### config.mk
export PLATFORM = sky130hd
export DESIGN_NAME = lmb_top
export DESIGN_NICKNAME = d
export VERILOG_FILES = /design/src/hdl/lmb_pkg.sv /design/src/hdl/lmb_mem.sv /design/src/hdl/lmb_fifo.sv /design/src/hdl/lmb_top.sv
export SDC_FILE = /design/constraint.sdc
export NUM_CORES = 1
export LEC_CHECK = 0
export ABC_CLOCK_PERIOD_IN_PS = 7400
export BUFFER_PORTS_ARGS = -buffer_cell sky130_fd_sc_hd__buf_4
export CAP_MARGIN = 20
export CORE_AREA = 2 2 265 333
export CTS_CLUSTER_SIZE = 20
export DETAILED_ROUTE_END_ITERATION = 8
export DIE_AREA = 0 0 267 335
export MAX_ROUTING_LAYER = met4
export SYNTH_ARGS = -nofsm -noshare
export SYNTH_HDL_FRONTEND = slang
export SYNTH_SLANG_ARGS = --single-unit
### constraint.sdc
create_clock -name clk -period 7.4 [get_ports clk]
set_clock_uncertainty 0.15 [all_clocks]
set_input_delay 1.48 -clock clk [delete_from_list [all_inputs] [get_ports clk]]
set_output_delay 1.48 -clock clk [all_outputs]
set_load 0.01 [all_outputs]
### src/hdl/lmb_pkg.sv
// Package of constants and types for the buffer-one message port
// Summary of operation
// 96-byte buffer one behind one 8-bit read/write port, reset zero.
// The same port loads transmit messages and unloads received messages.
// The port serves whichever HDLC controller the selection register names.
// Host reads transmit free flag, bit 7 of transmit byte count, before loading.
// When buffer one is free, written bytes form the outgoing LAPD message.
// Sent transmit data cannot be read back by the host.
// On receive end-of-transfer interrupt, host reads the receive pointer flag.
// Device sets receive pointer flag when buffer one holds a new message.
// With pointer at buffer one, successive reads return the message in order.
// Byte index advances after every port read or write; code advances only on accepted writes and flagged reads.
// Byte index returns to zero at reset and at each new load or unload.
package lmb_pkg;

    // Buffer geometry
    localparam int          BUF_DEPTH   = 96;
    localparam int          IDX_W       = 7;
    localparam int          DATA_W      = 8;
    localparam int          SEL_W       = 2;
    localparam int          ADDR_W      = 12;
    localparam int          FIFO_DEPTH  = 8;

    // Port location within a channel's register page and its reset value
    localparam logic [11:0] PORT_OFFSET = 12'h700;
    localparam logic [7:0]  PORT_RESET  = 8'h00;
    localparam logic [6:0]  IDX_FIRST   = 7'h00;
    localparam logic [6:0]  IDX_LAST    = 7'h5f;

    // Transmit streaming states
    typedef enum logic [1:0] {
        LMB_TX_IDLE,
        LMB_TX_READ,
        LMB_TX_WAIT,
        LMB_TX_OUT
    } lmb_tx_state_t;

endpackage

### src/hdl/lmb_mem.sv
// Single-port message storage with registered read data
`timescale 1ns/1ps
module lmb_mem #(
    parameter int WIDTH = 8,
    parameter int DEPTH = 96,
    parameter int AW    = 7
) (
    // Clock
    input  wire logic             clk,
    // Access port
    input  wire logic             en,
    input  wire logic             we,
    input  wire logic [AW-1:0]    addr,
    input  wire logic [WIDTH-1:0] wdata,
    output logic      [WIDTH-1:0] rdata_ff
);

    logic [WIDTH-1:0] mem_ff [DEPTH];

    // Storage has no reset; only written bytes are ever read
    always_ff @(posedge clk) begin
        if (en && we) begin
            mem_ff[addr] <= wdata;
        end
    end

    // Read data registered, valid the cycle after the request
    always_ff @(posedge clk) begin
        if (en && !we) begin
            rdata_ff <= mem_ff[addr];
        end
    end

endmodule

### src/hdl/lmb_fifo.sv
// Small synchronous FIFO with valid/ready on both sides
`timescale 1ns/1ps
module lmb_fifo #(
    parameter int WIDTH = 8,
    parameter int DEPTH = 8,
    parameter int AW    = 3
) (
    // Clock and reset
    input  wire logic             clk,
    input  wire logic             rst,
    // Filling side
    input  wire logic             in_valid,
    output logic                  in_ready_ff,
    input  wire logic [WIDTH-1:0] in_data,
    // Draining side
    output logic                  out_valid,
    input  wire logic             out_ready,
    output logic      [WIDTH-1:0] out_data
);

    logic [WIDTH-1:0] buf_ff [DEPTH];
    logic [AW-1:0]    wp_ff;
    logic [AW-1:0]    rp_ff;
    logic [AW:0]      cnt_ff;
    logic [AW:0]      nxt_cnt;
    logic             push;
    logic             pop;

    // Handshakes and occupancy
    assign out_valid = (cnt_ff != '0);
    assign out_data  = buf_ff[rp_ff];
    assign push      = in_valid && in_ready_ff;
    assign pop       = out_valid && out_ready;
    assign nxt_cnt   = cnt_ff + (AW+1)'(push) - (AW+1)'(pop);

    // Pointers wrap at the depth, not at a power of two
    always_ff @(posedge clk) begin
        if (rst) begin
            wp_ff       <= '0;
            rp_ff       <= '0;
            cnt_ff      <= '0;
            in_ready_ff <= 1'b0;
        end else begin
            if (push) begin
                wp_ff <= (wp_ff == AW'(DEPTH-1)) ? '0 : wp_ff + 1'b1;
            end
            if (pop) begin
                rp_ff <= (rp_ff == AW'(DEPTH-1)) ? '0 : rp_ff + 1'b1;
            end
            cnt_ff      <= nxt_cnt;
            in_ready_ff <= (nxt_cnt != (AW+1)'(DEPTH));
        end
    end

    // Data array
    always_ff @(posedge clk) begin
        if (push) begin
            buf_ff[wp_ff] <= in_data;
        end
    end

endmodule

### src/hdl/lmb_top.sv
// Host port to LAPD message buffer one, with transmit and receive paths
`timescale 1ns/1ps
module lmb_top (
    // Clock and reset
    input  wire logic                         clk,
    input  wire logic                         rst,
    // Microprocessor bus pins (asynchronous to clk)
    input  wire logic                         bus_cs_n,
    input  wire logic                         bus_rd_n,
    input  wire logic                         bus_wr_n,
    input  wire logic [lmb_pkg::ADDR_W-1:0]   bus_addr,
    input  wire logic [lmb_pkg::DATA_W-1:0]   bus_data_in,
    output logic      [lmb_pkg::DATA_W-1:0]   bus_data_out_ff,
    output logic                              bus_data_oe_n_ff,
    // Controller selection
    input  wire logic [lmb_pkg::SEL_W-1:0]    ctrl_sel,
    output logic      [lmb_pkg::SEL_W-1:0]    hdlc_sel_ff,
    // Transmit side of the selected controller
    input  wire logic                         tx_buffer_free_flag,
    input  wire logic                         tx_go,
    input  wire logic [lmb_pkg::IDX_W-1:0]    tx_len,
    output logic                              tx_valid_ff,
    input  wire logic                         tx_ready,
    output logic      [lmb_pkg::DATA_W-1:0]   tx_data_ff,
    output logic                              tx_done_ff,
    // Receive side of the selected controller
    input  wire logic                         rx_valid,
    output logic                              rx_ready_ff,
    input  wire logic [lmb_pkg::DATA_W-1:0]   rx_data,
    input  wire logic                         rx_eot,
    input  wire logic                         rx_eot_buf_one,
    input  wire logic [lmb_pkg::IDX_W-1:0]    rx_len,
    output logic                              rx_buffer_pointer_flag_ff,
    output logic                              rx_end_of_transfer_irq_ff
);

    localparam int SYNC_W = 3 + lmb_pkg::ADDR_W + lmb_pkg::DATA_W;

    // Pin synchroniser stages; only the second stage is read by logic
    logic [SYNC_W-1:0]             sync1_ff;
    logic [SYNC_W-1:0]             sync2_ff;
    logic                          s_cs_n;
    logic                          s_rd_n;
    logic                          s_wr_n;
    logic [lmb_pkg::ADDR_W-1:0]    s_addr;
    logic [lmb_pkg::DATA_W-1:0]    s_data;
    logic                          rd_act;
    logic                          wr_act;
    logic                          rd_act_ff;
    logic                          wr_act_ff;
    logic                          host_rd;
    logic                          host_wr;
    logic                          host_wr_ok;
    logic                          rd_pend_ff;
    logic                          rd_tx_ff;
    // Buffer state
    logic [lmb_pkg::IDX_W-1:0]     host_idx_ff;
    logic [lmb_pkg::IDX_W-1:0]     rx_wi_ff;
    logic [lmb_pkg::IDX_W-1:0]     rx_len_ff;
    logic [lmb_pkg::IDX_W-1:0]     tx_i_ff;
    logic [lmb_pkg::IDX_W-1:0]     tx_len_ff;
    logic                          tx_free_ff;
    logic                          eot_pend_ff;
    logic                          eot_one_ff;
    logic                          rx_land;
    logic                          rx_last_rd;
    logic                          tx_start;
    logic                          idx_restart;
    lmb_pkg::lmb_tx_state_t        tx_st_ff;
    // FIFO drain side
    logic                          fifo_valid;
    logic                          fifo_ready;
    logic [lmb_pkg::DATA_W-1:0]    fifo_data;
    // Memory port
    logic                          mem_en;
    logic                          mem_we;
    logic [lmb_pkg::IDX_W-1:0]     mem_addr;
    logic [lmb_pkg::DATA_W-1:0]    mem_wdata;
    logic [lmb_pkg::DATA_W-1:0]    mem_rdata;
    logic                          tx_issue;

    // Two-stage synchroniser for every bus pin
    always_ff @(posedge clk) begin
        if (rst) begin
            sync1_ff <= {3'h7, {(SYNC_W-3){1'b0}}};
            sync2_ff <= {3'h7, {(SYNC_W-3){1'b0}}};
        end else begin
            sync1_ff <= {bus_cs_n, bus_rd_n, bus_wr_n, bus_addr, bus_data_in};
            sync2_ff <= sync1_ff;
        end
    end

    assign {s_cs_n, s_rd_n, s_wr_n, s_addr, s_data} = sync2_ff;

    // Decode; the channel nibble is decoded outside
    assign rd_act = !s_cs_n && !s_rd_n && (s_addr == lmb_pkg::PORT_OFFSET);
    assign wr_act = !s_cs_n && !s_wr_n && (s_addr == lmb_pkg::PORT_OFFSET);

    // Strobe edge memory: one access per strobe
    always_ff @(posedge clk) begin
        if (rst) begin
            rd_act_ff <= 1'b0;
            wr_act_ff <= 1'b0;
        end else begin
            rd_act_ff <= rd_act;
            wr_act_ff <= wr_act;
        end
    end

    assign host_rd = rd_act && !rd_act_ff;
    assign host_wr = wr_act && !wr_act_ff;

    // Loads accepted only while buffer one is free and empty of rx data
    assign host_wr_ok = host_wr && tx_free_ff && !rx_buffer_pointer_flag_ff;

    // A message lands once the queue has drained into memory
    assign rx_land    = eot_pend_ff && !fifo_valid;
    assign rx_last_rd = host_rd && rx_buffer_pointer_flag_ff
                        && (host_idx_ff == rx_len_ff - 1'b1);
    assign tx_start   = tx_go && !tx_free_ff && (tx_st_ff == lmb_pkg::LMB_TX_IDLE);

    // Index restarts whenever a new load or unload begins
    assign idx_restart = (rx_land && eot_one_ff)
                         || (tx_buffer_free_flag && !tx_free_ff)
                         || tx_start;

    // Controller selection steers which controller owns the port
    always_ff @(posedge clk) begin
        if (rst) begin
            hdlc_sel_ff <= '0;
        end else begin
            hdlc_sel_ff <= ctrl_sel;
        end
    end

    // Free flag copy so that its rising edge can restart a load
    always_ff @(posedge clk) begin
        if (rst) begin
            tx_free_ff <= 1'b0;
        end else begin
            tx_free_ff <= tx_buffer_free_flag;
        end
    end

    // Host byte index with automatic advance and wrap after the last byte
    always_ff @(posedge clk) begin
        if (rst) begin
            host_idx_ff <= lmb_pkg::IDX_FIRST;
        end else if (idx_restart) begin
            host_idx_ff <= lmb_pkg::IDX_FIRST;
        end else if (host_wr_ok || (host_rd && rx_buffer_pointer_flag_ff)) begin
            if (host_idx_ff == lmb_pkg::IDX_LAST) begin
                host_idx_ff <= lmb_pkg::IDX_FIRST;
            end else begin
                host_idx_ff <= host_idx_ff + 1'b1;
            end
        end
    end

    // End of transfer waits for the queue to drain
    always_ff @(posedge clk) begin
        if (rst) begin
            eot_pend_ff <= 1'b0;
            eot_one_ff  <= 1'b0;
            rx_len_ff   <= '0;
        end else if (rx_eot) begin
            eot_pend_ff <= 1'b1;
            eot_one_ff  <= rx_eot_buf_one;
            rx_len_ff   <= rx_len;
        end else if (rx_land) begin
            eot_pend_ff <= 1'b0;
        end
    end

    // Pointer flag: set on landing wins over clear by the final host read
    always_ff @(posedge clk) begin
        if (rst) begin
            rx_buffer_pointer_flag_ff <= 1'b0;
        end else if (rx_land && eot_one_ff) begin
            rx_buffer_pointer_flag_ff <= 1'b1;
        end else if (rx_last_rd) begin
            rx_buffer_pointer_flag_ff <= 1'b0;
        end
    end

    // One-cycle end-of-transfer pulse
    always_ff @(posedge clk) begin
        if (rst) begin
            rx_end_of_transfer_irq_ff <= 1'b0;
        end else begin
            rx_end_of_transfer_irq_ff <= rx_land && eot_one_ff;
        end
    end

    // Receive write index into buffer one
    always_ff @(posedge clk) begin
        if (rst) begin
            rx_wi_ff <= lmb_pkg::IDX_FIRST;
        end else if (rx_land) begin
            rx_wi_ff <= lmb_pkg::IDX_FIRST;
        end else if (fifo_valid && fifo_ready) begin
            rx_wi_ff <= (rx_wi_ff == lmb_pkg::IDX_LAST) ? lmb_pkg::IDX_FIRST : rx_wi_ff + 1'b1;
        end
    end

    // Host accesses take the memory first; the drain stalls and the FIFO fills
    assign fifo_ready = !host_rd && !host_wr_ok && !rx_buffer_pointer_flag_ff;
    assign tx_issue   = (tx_st_ff == lmb_pkg::LMB_TX_READ) && !host_rd && !host_wr_ok
                        && !(fifo_valid && fifo_ready);

    // Memory port arbitration: host, then receive drain, then transmit
    always_comb begin
        mem_en    = 1'b0;
        mem_we    = 1'b0;
        mem_addr  = host_idx_ff;
        mem_wdata = s_data;
        if (host_wr_ok) begin
            mem_en = 1'b1;
            mem_we = 1'b1;
        end else if (host_rd && rx_buffer_pointer_flag_ff) begin
            mem_en = 1'b1;
        end else if (fifo_valid && fifo_ready) begin
            mem_en    = 1'b1;
            mem_we    = 1'b1;
            mem_addr  = rx_wi_ff;
            mem_wdata = fifo_data;
        end else if (tx_issue) begin
            mem_en   = 1'b1;
            mem_addr = tx_i_ff;
        end
    end

    // Host read pending; a read while not unloading returns zero
    always_ff @(posedge clk) begin
        if (rst) begin
            rd_pend_ff <= 1'b0;
            rd_tx_ff   <= 1'b0;
        end else begin
            rd_pend_ff <= host_rd;
            rd_tx_ff   <= host_rd && !rx_buffer_pointer_flag_ff;
        end
    end

    // Port read data; transmit bytes are never exposed back to the host
    always_ff @(posedge clk) begin
        if (rst) begin
            bus_data_out_ff <= lmb_pkg::PORT_RESET;
        end else if (rd_pend_ff) begin
            bus_data_out_ff <= rd_tx_ff ? lmb_pkg::PORT_RESET : mem_rdata;
        end
    end

    // Data pins driven only during a decoded read strobe
    always_ff @(posedge clk) begin
        if (rst) begin
            bus_data_oe_n_ff <= 1'b1;
        end else begin
            bus_data_oe_n_ff <= !rd_act;
        end
    end

    // Transmit message length captured at start
    always_ff @(posedge clk) begin
        if (rst) begin
            tx_len_ff <= '0;
        end else if (tx_start) begin
            tx_len_ff <= tx_len;
        end
    end

    // Transmit streaming: each byte held until taken
    always_ff @(posedge clk) begin
        if (rst) begin
            tx_st_ff    <= lmb_pkg::LMB_TX_IDLE;
            tx_i_ff     <= lmb_pkg::IDX_FIRST;
            tx_valid_ff <= 1'b0;
            tx_data_ff  <= '0;
            tx_done_ff  <= 1'b0;
        end else begin
            tx_done_ff <= 1'b0;
            case (tx_st_ff)
                lmb_pkg::LMB_TX_IDLE: begin
                    if (tx_start) begin
                        tx_i_ff  <= lmb_pkg::IDX_FIRST;
                        tx_st_ff <= lmb_pkg::LMB_TX_READ;
                    end
                end
                lmb_pkg::LMB_TX_READ: begin
                    if (tx_issue) begin
                        tx_st_ff <= lmb_pkg::LMB_TX_WAIT;
                    end
                end
                lmb_pkg::LMB_TX_WAIT: begin
                    tx_data_ff  <= mem_rdata;
                    tx_valid_ff <= 1'b1;
                    tx_st_ff    <= lmb_pkg::LMB_TX_OUT;
                end
                lmb_pkg::LMB_TX_OUT: begin
                    if (tx_ready) begin
                        tx_valid_ff <= 1'b0;
                        if (tx_i_ff + 1'b1 >= tx_len_ff || tx_i_ff == lmb_pkg::IDX_LAST) begin
                            tx_done_ff <= 1'b1;
                            tx_st_ff   <= lmb_pkg::LMB_TX_IDLE;
                        end else begin
                            tx_i_ff  <= tx_i_ff + 1'b1;
                            tx_st_ff <= lmb_pkg::LMB_TX_READ;
                        end
                    end
                end
                default: begin
                    tx_st_ff <= lmb_pkg::LMB_TX_IDLE;
                end
            endcase
        end
    end

    // Receive bytes queue here so the controller is not held off by host access
    lmb_fifo #(
        .WIDTH (lmb_pkg::DATA_W),
        .DEPTH (lmb_pkg::FIFO_DEPTH),
        .AW    (3)
    ) u_rx_fifo (
        .clk         (clk),
        .rst         (rst),
        .in_valid    (rx_valid),
        .in_ready_ff (rx_ready_ff),
        .in_data     (rx_data),
        .out_valid   (fifo_valid),
        .out_ready   (fifo_ready),
        .out_data    (fifo_data)
    );

    // 96-byte storage of buffer one
    lmb_mem #(
        .WIDTH (lmb_pkg::DATA_W),
        .DEPTH (lmb_pkg::BUF_DEPTH),
        .AW    (lmb_pkg::IDX_W)
    ) u_mem (
        .clk      (clk),
        .en       (mem_en),
        .we       (mem_we),
        .addr     (mem_addr),
        .wdata    (mem_wdata),
        .rdata_ff (mem_rdata)
    );

endmodule

After elaboration in Yosys (flattened, before gate mapping)

Memories as Yosys holds them, arrays and structs flattened. A register that Yosys moved wholly into a read port is not among the register bits.
Cells that the tools add are included.

Register bits after elaboration: 124
RAM bits: 832
Bits of input ports: 55
Memories kept: 2

$add $sub $neg: 8
$lt $le $gt $ge: 1
Eq/ne operators: 15
Mux-type cells: 41
Bitwise logic cells: 2
Reduce and logical (&&, ||, !) cells: 54

Memory list:

| name             | words | bits a word | rd ports | clocked after Yosys merged registers in | wr ports | line           | source |
|---|---|---|---|---|---|---|---|
| u_mem.mem_ff     | 96    | 8           | 1        | 1                                       | 1        | lmb_mem.sv:18  | `logic [WIDTH-1:0] mem_ff [DEPTH];` |
| u_rx_fifo.buf_ff | 8     | 8           | 1        | 1                                       | 1        | lmb_fifo.sv:21 | `logic [WIDTH-1:0] buf_ff [DEPTH];` |

Operator list:

| cell                 | count |
|---|---|
| $mux 7               | 9 |
| $mux 8               | 4 |
| $logic_and 1x1->1    | 25 |
| $add 7x1->7 const B  | 3 |
| $eq 7x7->1 const B   | 3 |
| $mux 1               | 18 |
| $pmux 7 s2           | 1 |
| $logic_not 1->1      | 13 |
| $eq 12x11->1 const B | 1 |
| $mux 3               | 4 |
| $ne 2x2->1 const B   | 4 |
| $pmux 2 s4           | 1 |
| $reduce_bool 2->1    | 4 |
| $eq 7x7->1           | 1 |
| $ge 7x7->1           | 1 |
| $sub 7x1->7 const B  | 1 |
| $add 3x1->3 const B  | 2 |
| $eq 3x3->1 const B   | 2 |
| $mux 2               | 3 |
| $add 4x1->4          | 1 |
| $eq 2x2->1 const B   | 2 |
| $logic_or 1x1->1     | 4 |
| $ne 4x4->1 const B   | 1 |
| $reduce_and 4->1     | 1 |
| other kinds (10)     | 12 |

Logic depth before layout (Yosys ltp)

Word-level depth: 19
Mapped depth: 16

Modules after synthesis

From an unflattened synthesis, not the netlist that was laid out.

Cells, all modules: 2197
Area total of the unflattened synthesis: 38164.1 um^2

By module, submodules not included:

| module   | times used | cells an instance | area each (um^2) |
|---|---|---|---|
| lmb_mem  | 1          | 1523              | 30126.4 |
| lmb_top  | 1          | 497               | 4838.4 |
| lmb_fifo | 1          | 177               | 3199.3 |

Worst setup path after synthesis

No wires, ideal clock.

Path type: register to register
Start point: reg (tool-made name)
End point: mem u_mem.mem_ff[0][5] (data pin)
Arrival: 5.381 ns
Required time: 6.301 ns
Setup slack: 0.920 ns
Cell stages (with the launch flop): 6
Path through: dfxtp_1 -> clkbuf_1 -> buf_1 -> mux4_2 -> mux2i_1 -> o21ai_0

RTL lines:

| element   | line |
|---|---|
| to (decl) | lmb_mem.sv:18 |

Worst setup path in the final report

Start point: reg u_rx_fifo.cnt_ff[2]
End point: reg u_mem.rdata_ff[1] (read register of u_mem.mem_ff) (data pin)

Longest elaborated chain between the ends: 9

RTL lines:

| element                | line                           | source |
|---|---|---|
| from (decl)            | lmb_fifo.sv:24                 | `logic [AW:0] cnt_ff;` |
| from (signal assigned) | lmb_fifo.sv:50                 | `cnt_ff <= nxt_cnt;` |
| $reduce_bool 4->1 (*)  | lmb_fifo.sv:30                 | `assign out_valid = (cnt_ff != '0);` |
| $logic_and 1x1->1 (*)  | lmb_top.sv:209, lmb_top.sv:222 |  |
| $logic_not 1->1        | lmb_top.sv:209                 | `&& !(fifo_valid && fifo_ready);` |
| $logic_and 1x1->1      | lmb_top.sv:209                 |  |
| $mux 1                 | lmb_top.sv:227                 | `end else if (tx_issue) begin` |
| $mux 1                 | lmb_top.sv:222                 | `end else if (fifo_valid && fifo_ready) begin` |
| $mux 1                 | lmb_top.sv:220                 | `end else if (host_rd && rx_buffer_pointer_flag_ff) begin` |
| $mux 1                 | lmb_top.sv:217                 | `if (host_wr_ok) begin` |
| $logic_and 1x1->1      | lmb_mem.sv:29                  | `if (en && !we) begin` |
| to (decl)              | lmb_mem.sv:15                  | `output logic [WIDTH-1:0] rdata_ff` |

Mark *: on every way between the ends. The rest lies on a longest branch, timed or not.
A chain may end at the register's enable or synchronous reset.

==> results by group <==
Global route
  – Grt peak-use layer: met2
  – GR met1 Demand/Resource: ~30%
  – Total global routing overflow: 0
  – Grt met2 use: approximately two fifths
  – GR Util met3: 3.76%
  – First-pass GRT wire length: between 150 and 200 mm
  – Pin count of the biggest net entering global routing: 95
  – Vias in the first global route: between 20,000 and 25,000
  – Initial antenna violation count: 2
  – Total GRT Usage: 23.9%

CTS
  – CTS root buf: clkbuf_16
  – CTS Buffer Depth: 3
  – # H-tree levels: 3
  – Postcts setup bufs: 0
  – Post-cts repair resize count: 0
  – Hold_buf cts: 0
  – Inserted Clock Buffers: 90
  – Clock transition at path regs: about 0.06 ns
  – Worst skew pair latency: 0.65 ns
  – CTS tree: done
  – Clock Sink Count: 967

Logic synthesis
  – Register area share after synthesis: approximately 70%
  – Commonest cells in the netlist: edfxtp_1, nand2_1, nor2_1
  – Avg Cell Area, Syn: between 15 and 20 um2
  – Area leader, netlist: edfxtp_1
  – Synth Area in Simple Gates: approximately 6.7%
  – Post-synthesis mux area share: 9.33%
  – Ys async rst share: 0%
  – Distinct cell type count after synthesis: 85
  – Syn nets: 2,584
  – Count leader, synth: edfxtp_1
  – Synth warnings: 0
  – Post-synthesis share of cell area spent on xor and xnor gates: less than 1%
  – Share of the synthesized area in the top cell type: 65.4%
  – Number of synthesized register bits: about 970
  – Adder-Cell Fraction of Synth Area: less than 1%
  – Post-synth EDFFs: 840
  – Synth Instances: around 2,500
  – Compound-Gate Fraction of Synth Area: under 10%
  – Cell area after synthesis: a little under 40,000 um2
  – Dominant synthesized flop cell: edfxtp_1
  – Largest family of logic cells by synthesized area: multiplexers
  – Synth top area cells: edfxtp_1, dfxtp_1, mux2i_1

Critical path
  – CP arrival: approximately 5.7 ns
  – Crit-path cells: inv_1, ha_1, or3b_1, and3_1, a2bb2oi_2, buf_8, nor2_4, buf_12, buf_4, mux2i_1, o22ai_1, o21ai_0, o311a_1, a211oi_1
  – R2r worst-path depth: 14
  – CP top delay family: simple AND/OR/NAND/NOR gates
  – Crit Path Class: flip-flop to flip-flop
  – Crit path max-delay cell type: nor2_4
  – Max stage delay on crit path: around 0.78 ns
  – Critical path endpoint category: flip-flop
  – Req. time, crit path: 7.60 ns
  – CP startpoint kind: flip-flop
  – Total stage count of the critical path: 14
  – Critical Path Fanout Max: approximately 70
  – Bufs and invs on worst path: 4

Floorplan
  – Chip height: around 340 um
  – Total core area: between 80,000 and 90,000 um2
  – Die Wd: 267 um
  – Die Area: roughly 89,000 um2
  – Starting Density: 44.6%
  – Row Count: ~120
  – IO Pins: 79

Power
  – Int Power: between 10 and 15 mW
  – Sequential power share: between 30% and 40%
  – Pwr/cell area: 460 nW/um2
  – Final Power: between 20 and 25 mW
  – Gate power share: 38.6%
  – Sw Share: between 30% and 40%
  – Clock power frac: about a quarter
  – Switching power: ~7.7 mW
  – Leak: roughly 15 nW
  – VDD IR max: between 0.3 and 0.4 mV

Place
  – Final GP Congestion: about 0.9
  – DP HPWL: about 65 mm
  – I/O Buffers: slightly below 80

Job
  – MaxCap Viol Count: 0

Hold path
  – Hold depth: 1
  – Hold/Removal Path Class: flip-flop to flip-flop

Drt
  – WL/cell: between 20 and 30 um
  – Final ANT Viol Nets: 0
  – Via density: between 5 and 6
  – Drt first pass iters: 8
  – Final wirelength: around 100 mm
  – Initial drt markers: around 2,400
  – Total number of vias: about 23,000
  – DRC: 0

STA
  – Hold Fails Final Rpt: 0
  – # setup viols final: 0
  – Post-layout minimum cycle time: 5.47 ns
  – Slew at the pin closest to its max-slew limit: 1.18 ns
  – Setup TNS Final: 0 ns
  – Slew Limit Fails: 0
  – Unrepaired setup endpoints after global routing: no
  – F_max: around 180 MHz
  – Tcrit/Tclk final: about three quarters
  – Slew HR: 21.2%

Cells and area
  – Layout cells sized above 1: roughly 16%
  – Register area: 27,800 um2
  – Fill count: 7,119
  – Area growth syn-to-layout: 13.0%
  – NumNets Final: 2,672
  – Area of the multi-input gates: about 10,000 um2

Run status
  – Status: complete, no violations
-- power groups by stage --
stage	clock, mW	combinational [mW]	sequential, mW
global placement	0	7.55	7.66
finish	4.75	7.73	7.56
floorplan	0	4.43	7.86
detailed placement	0	7.65	7.68
global route	5.02	8.09	7.59
CTS	4.81	7.67	7.56
-- kinds of logic after synthesis --
family	count (synthesis)
multiplexers	284
flip-flops	967
AND/OR/NAND/NOR	562
adder cells (fa/ha/maj)	25
AO/OA/AOI/OAI	463
XOR/XNOR	25
buffers and inverters	178
-- flip-flops by register name, summed over array words and instances (netlist names), 8 cells and up, named ones only --
| register | flops |
|---|---|
| sync1_ff | 23 |
| bus_data_out_ff | 8 |
| u_mem.rdata_ff | 8 |
| sync2_ff | 23 |
| u_mem.mem_ff | 768 |
| tx_data_ff | 8 |
| u_rx_fifo.buf_ff | 64 |
-- placed cells by master, fill, tap and decap left out, drive strengths merged, types with 38 or more instances in the layout --
| cell type | netlist | layout |
|---|---|---|
| a21oi | 107 | 107 |
| o21ai | 79 | 79 |
| edfxtp | 840 | 840 |
| nand2 | 187 | 187 |
| mux2 | 62 | 62 |
| dfxtp | 127 | 127 |
| o22ai | 69 | 69 |
| clkbuf | 66 | 110 |
| nand3 | 38 | 38 |
| nor2b | 45 | 45 |
| nor2 | 181 | 181 |
| buf | 81 | 142 |
| mux4 | 54 | 54 |
| mux2i | 168 | 168 |
-- final cells by class --
type / instances / share of cell area [%]
multi-input combinational: 1359 / 23.1
clock buffer: 110 / 5.51
sequential: 967 / 63.7
clock inverter: 56 / 1.42
tap: 1168 / 3.35
inverter: 31 / 0.267
antenna: 2 / 0.0115
timing repair buffer: 143 / 2.63
-- worst paths after layout --
kind	startpoint	end	slack [ns]
setup reg to reg	u_rx_fifo.cnt_ff[2]$_SDFF_PP0_	u_mem.rdata_ff[1]$_DFFE_PP_	1.93
hold reg to reg	sync1_ff[21]$_SDFF_PP1_	sync2_ff[21]$_SDFF_PP1_	0.26
setup / recovery	u_rx_fifo.cnt_ff[2]$_SDFF_PP0_	u_mem.rdata_ff[1]$_DFFE_PP_	1.93
hold / removal	sync1_ff[21]$_SDFF_PP1_	sync2_ff[21]$_SDFF_PP1_	0.26
-- per-stage QoR --
step	cell area (um2)	cells	hold WS, ns	setup slack (ns)	utilization (%)
3_5_place_dp	40500	3664	0.256	1.86	46.8
2_1_floorplan	38500	2504	0.239	0.920	-
4_1_cts	43500	3830	0.266	1.82	50.3
5_1_grt	43600	3835	0.290	1.70	50.4
3_3_place_gp	40500	3664	0.249	1.87	46.8
6_report	43600	3836	0.263	1.93	50.4
-- per-layer routing --
layer,routed length (um),part of all wire (%),up-vias
li1,-,-,9885
met1,40800,39,11600
met2,52200,50,1000
met3,7670,7.3,179
met4,3620,3.5,0
met5,0,0,-
Note: power is estimated with default switching activity, not from simulation.
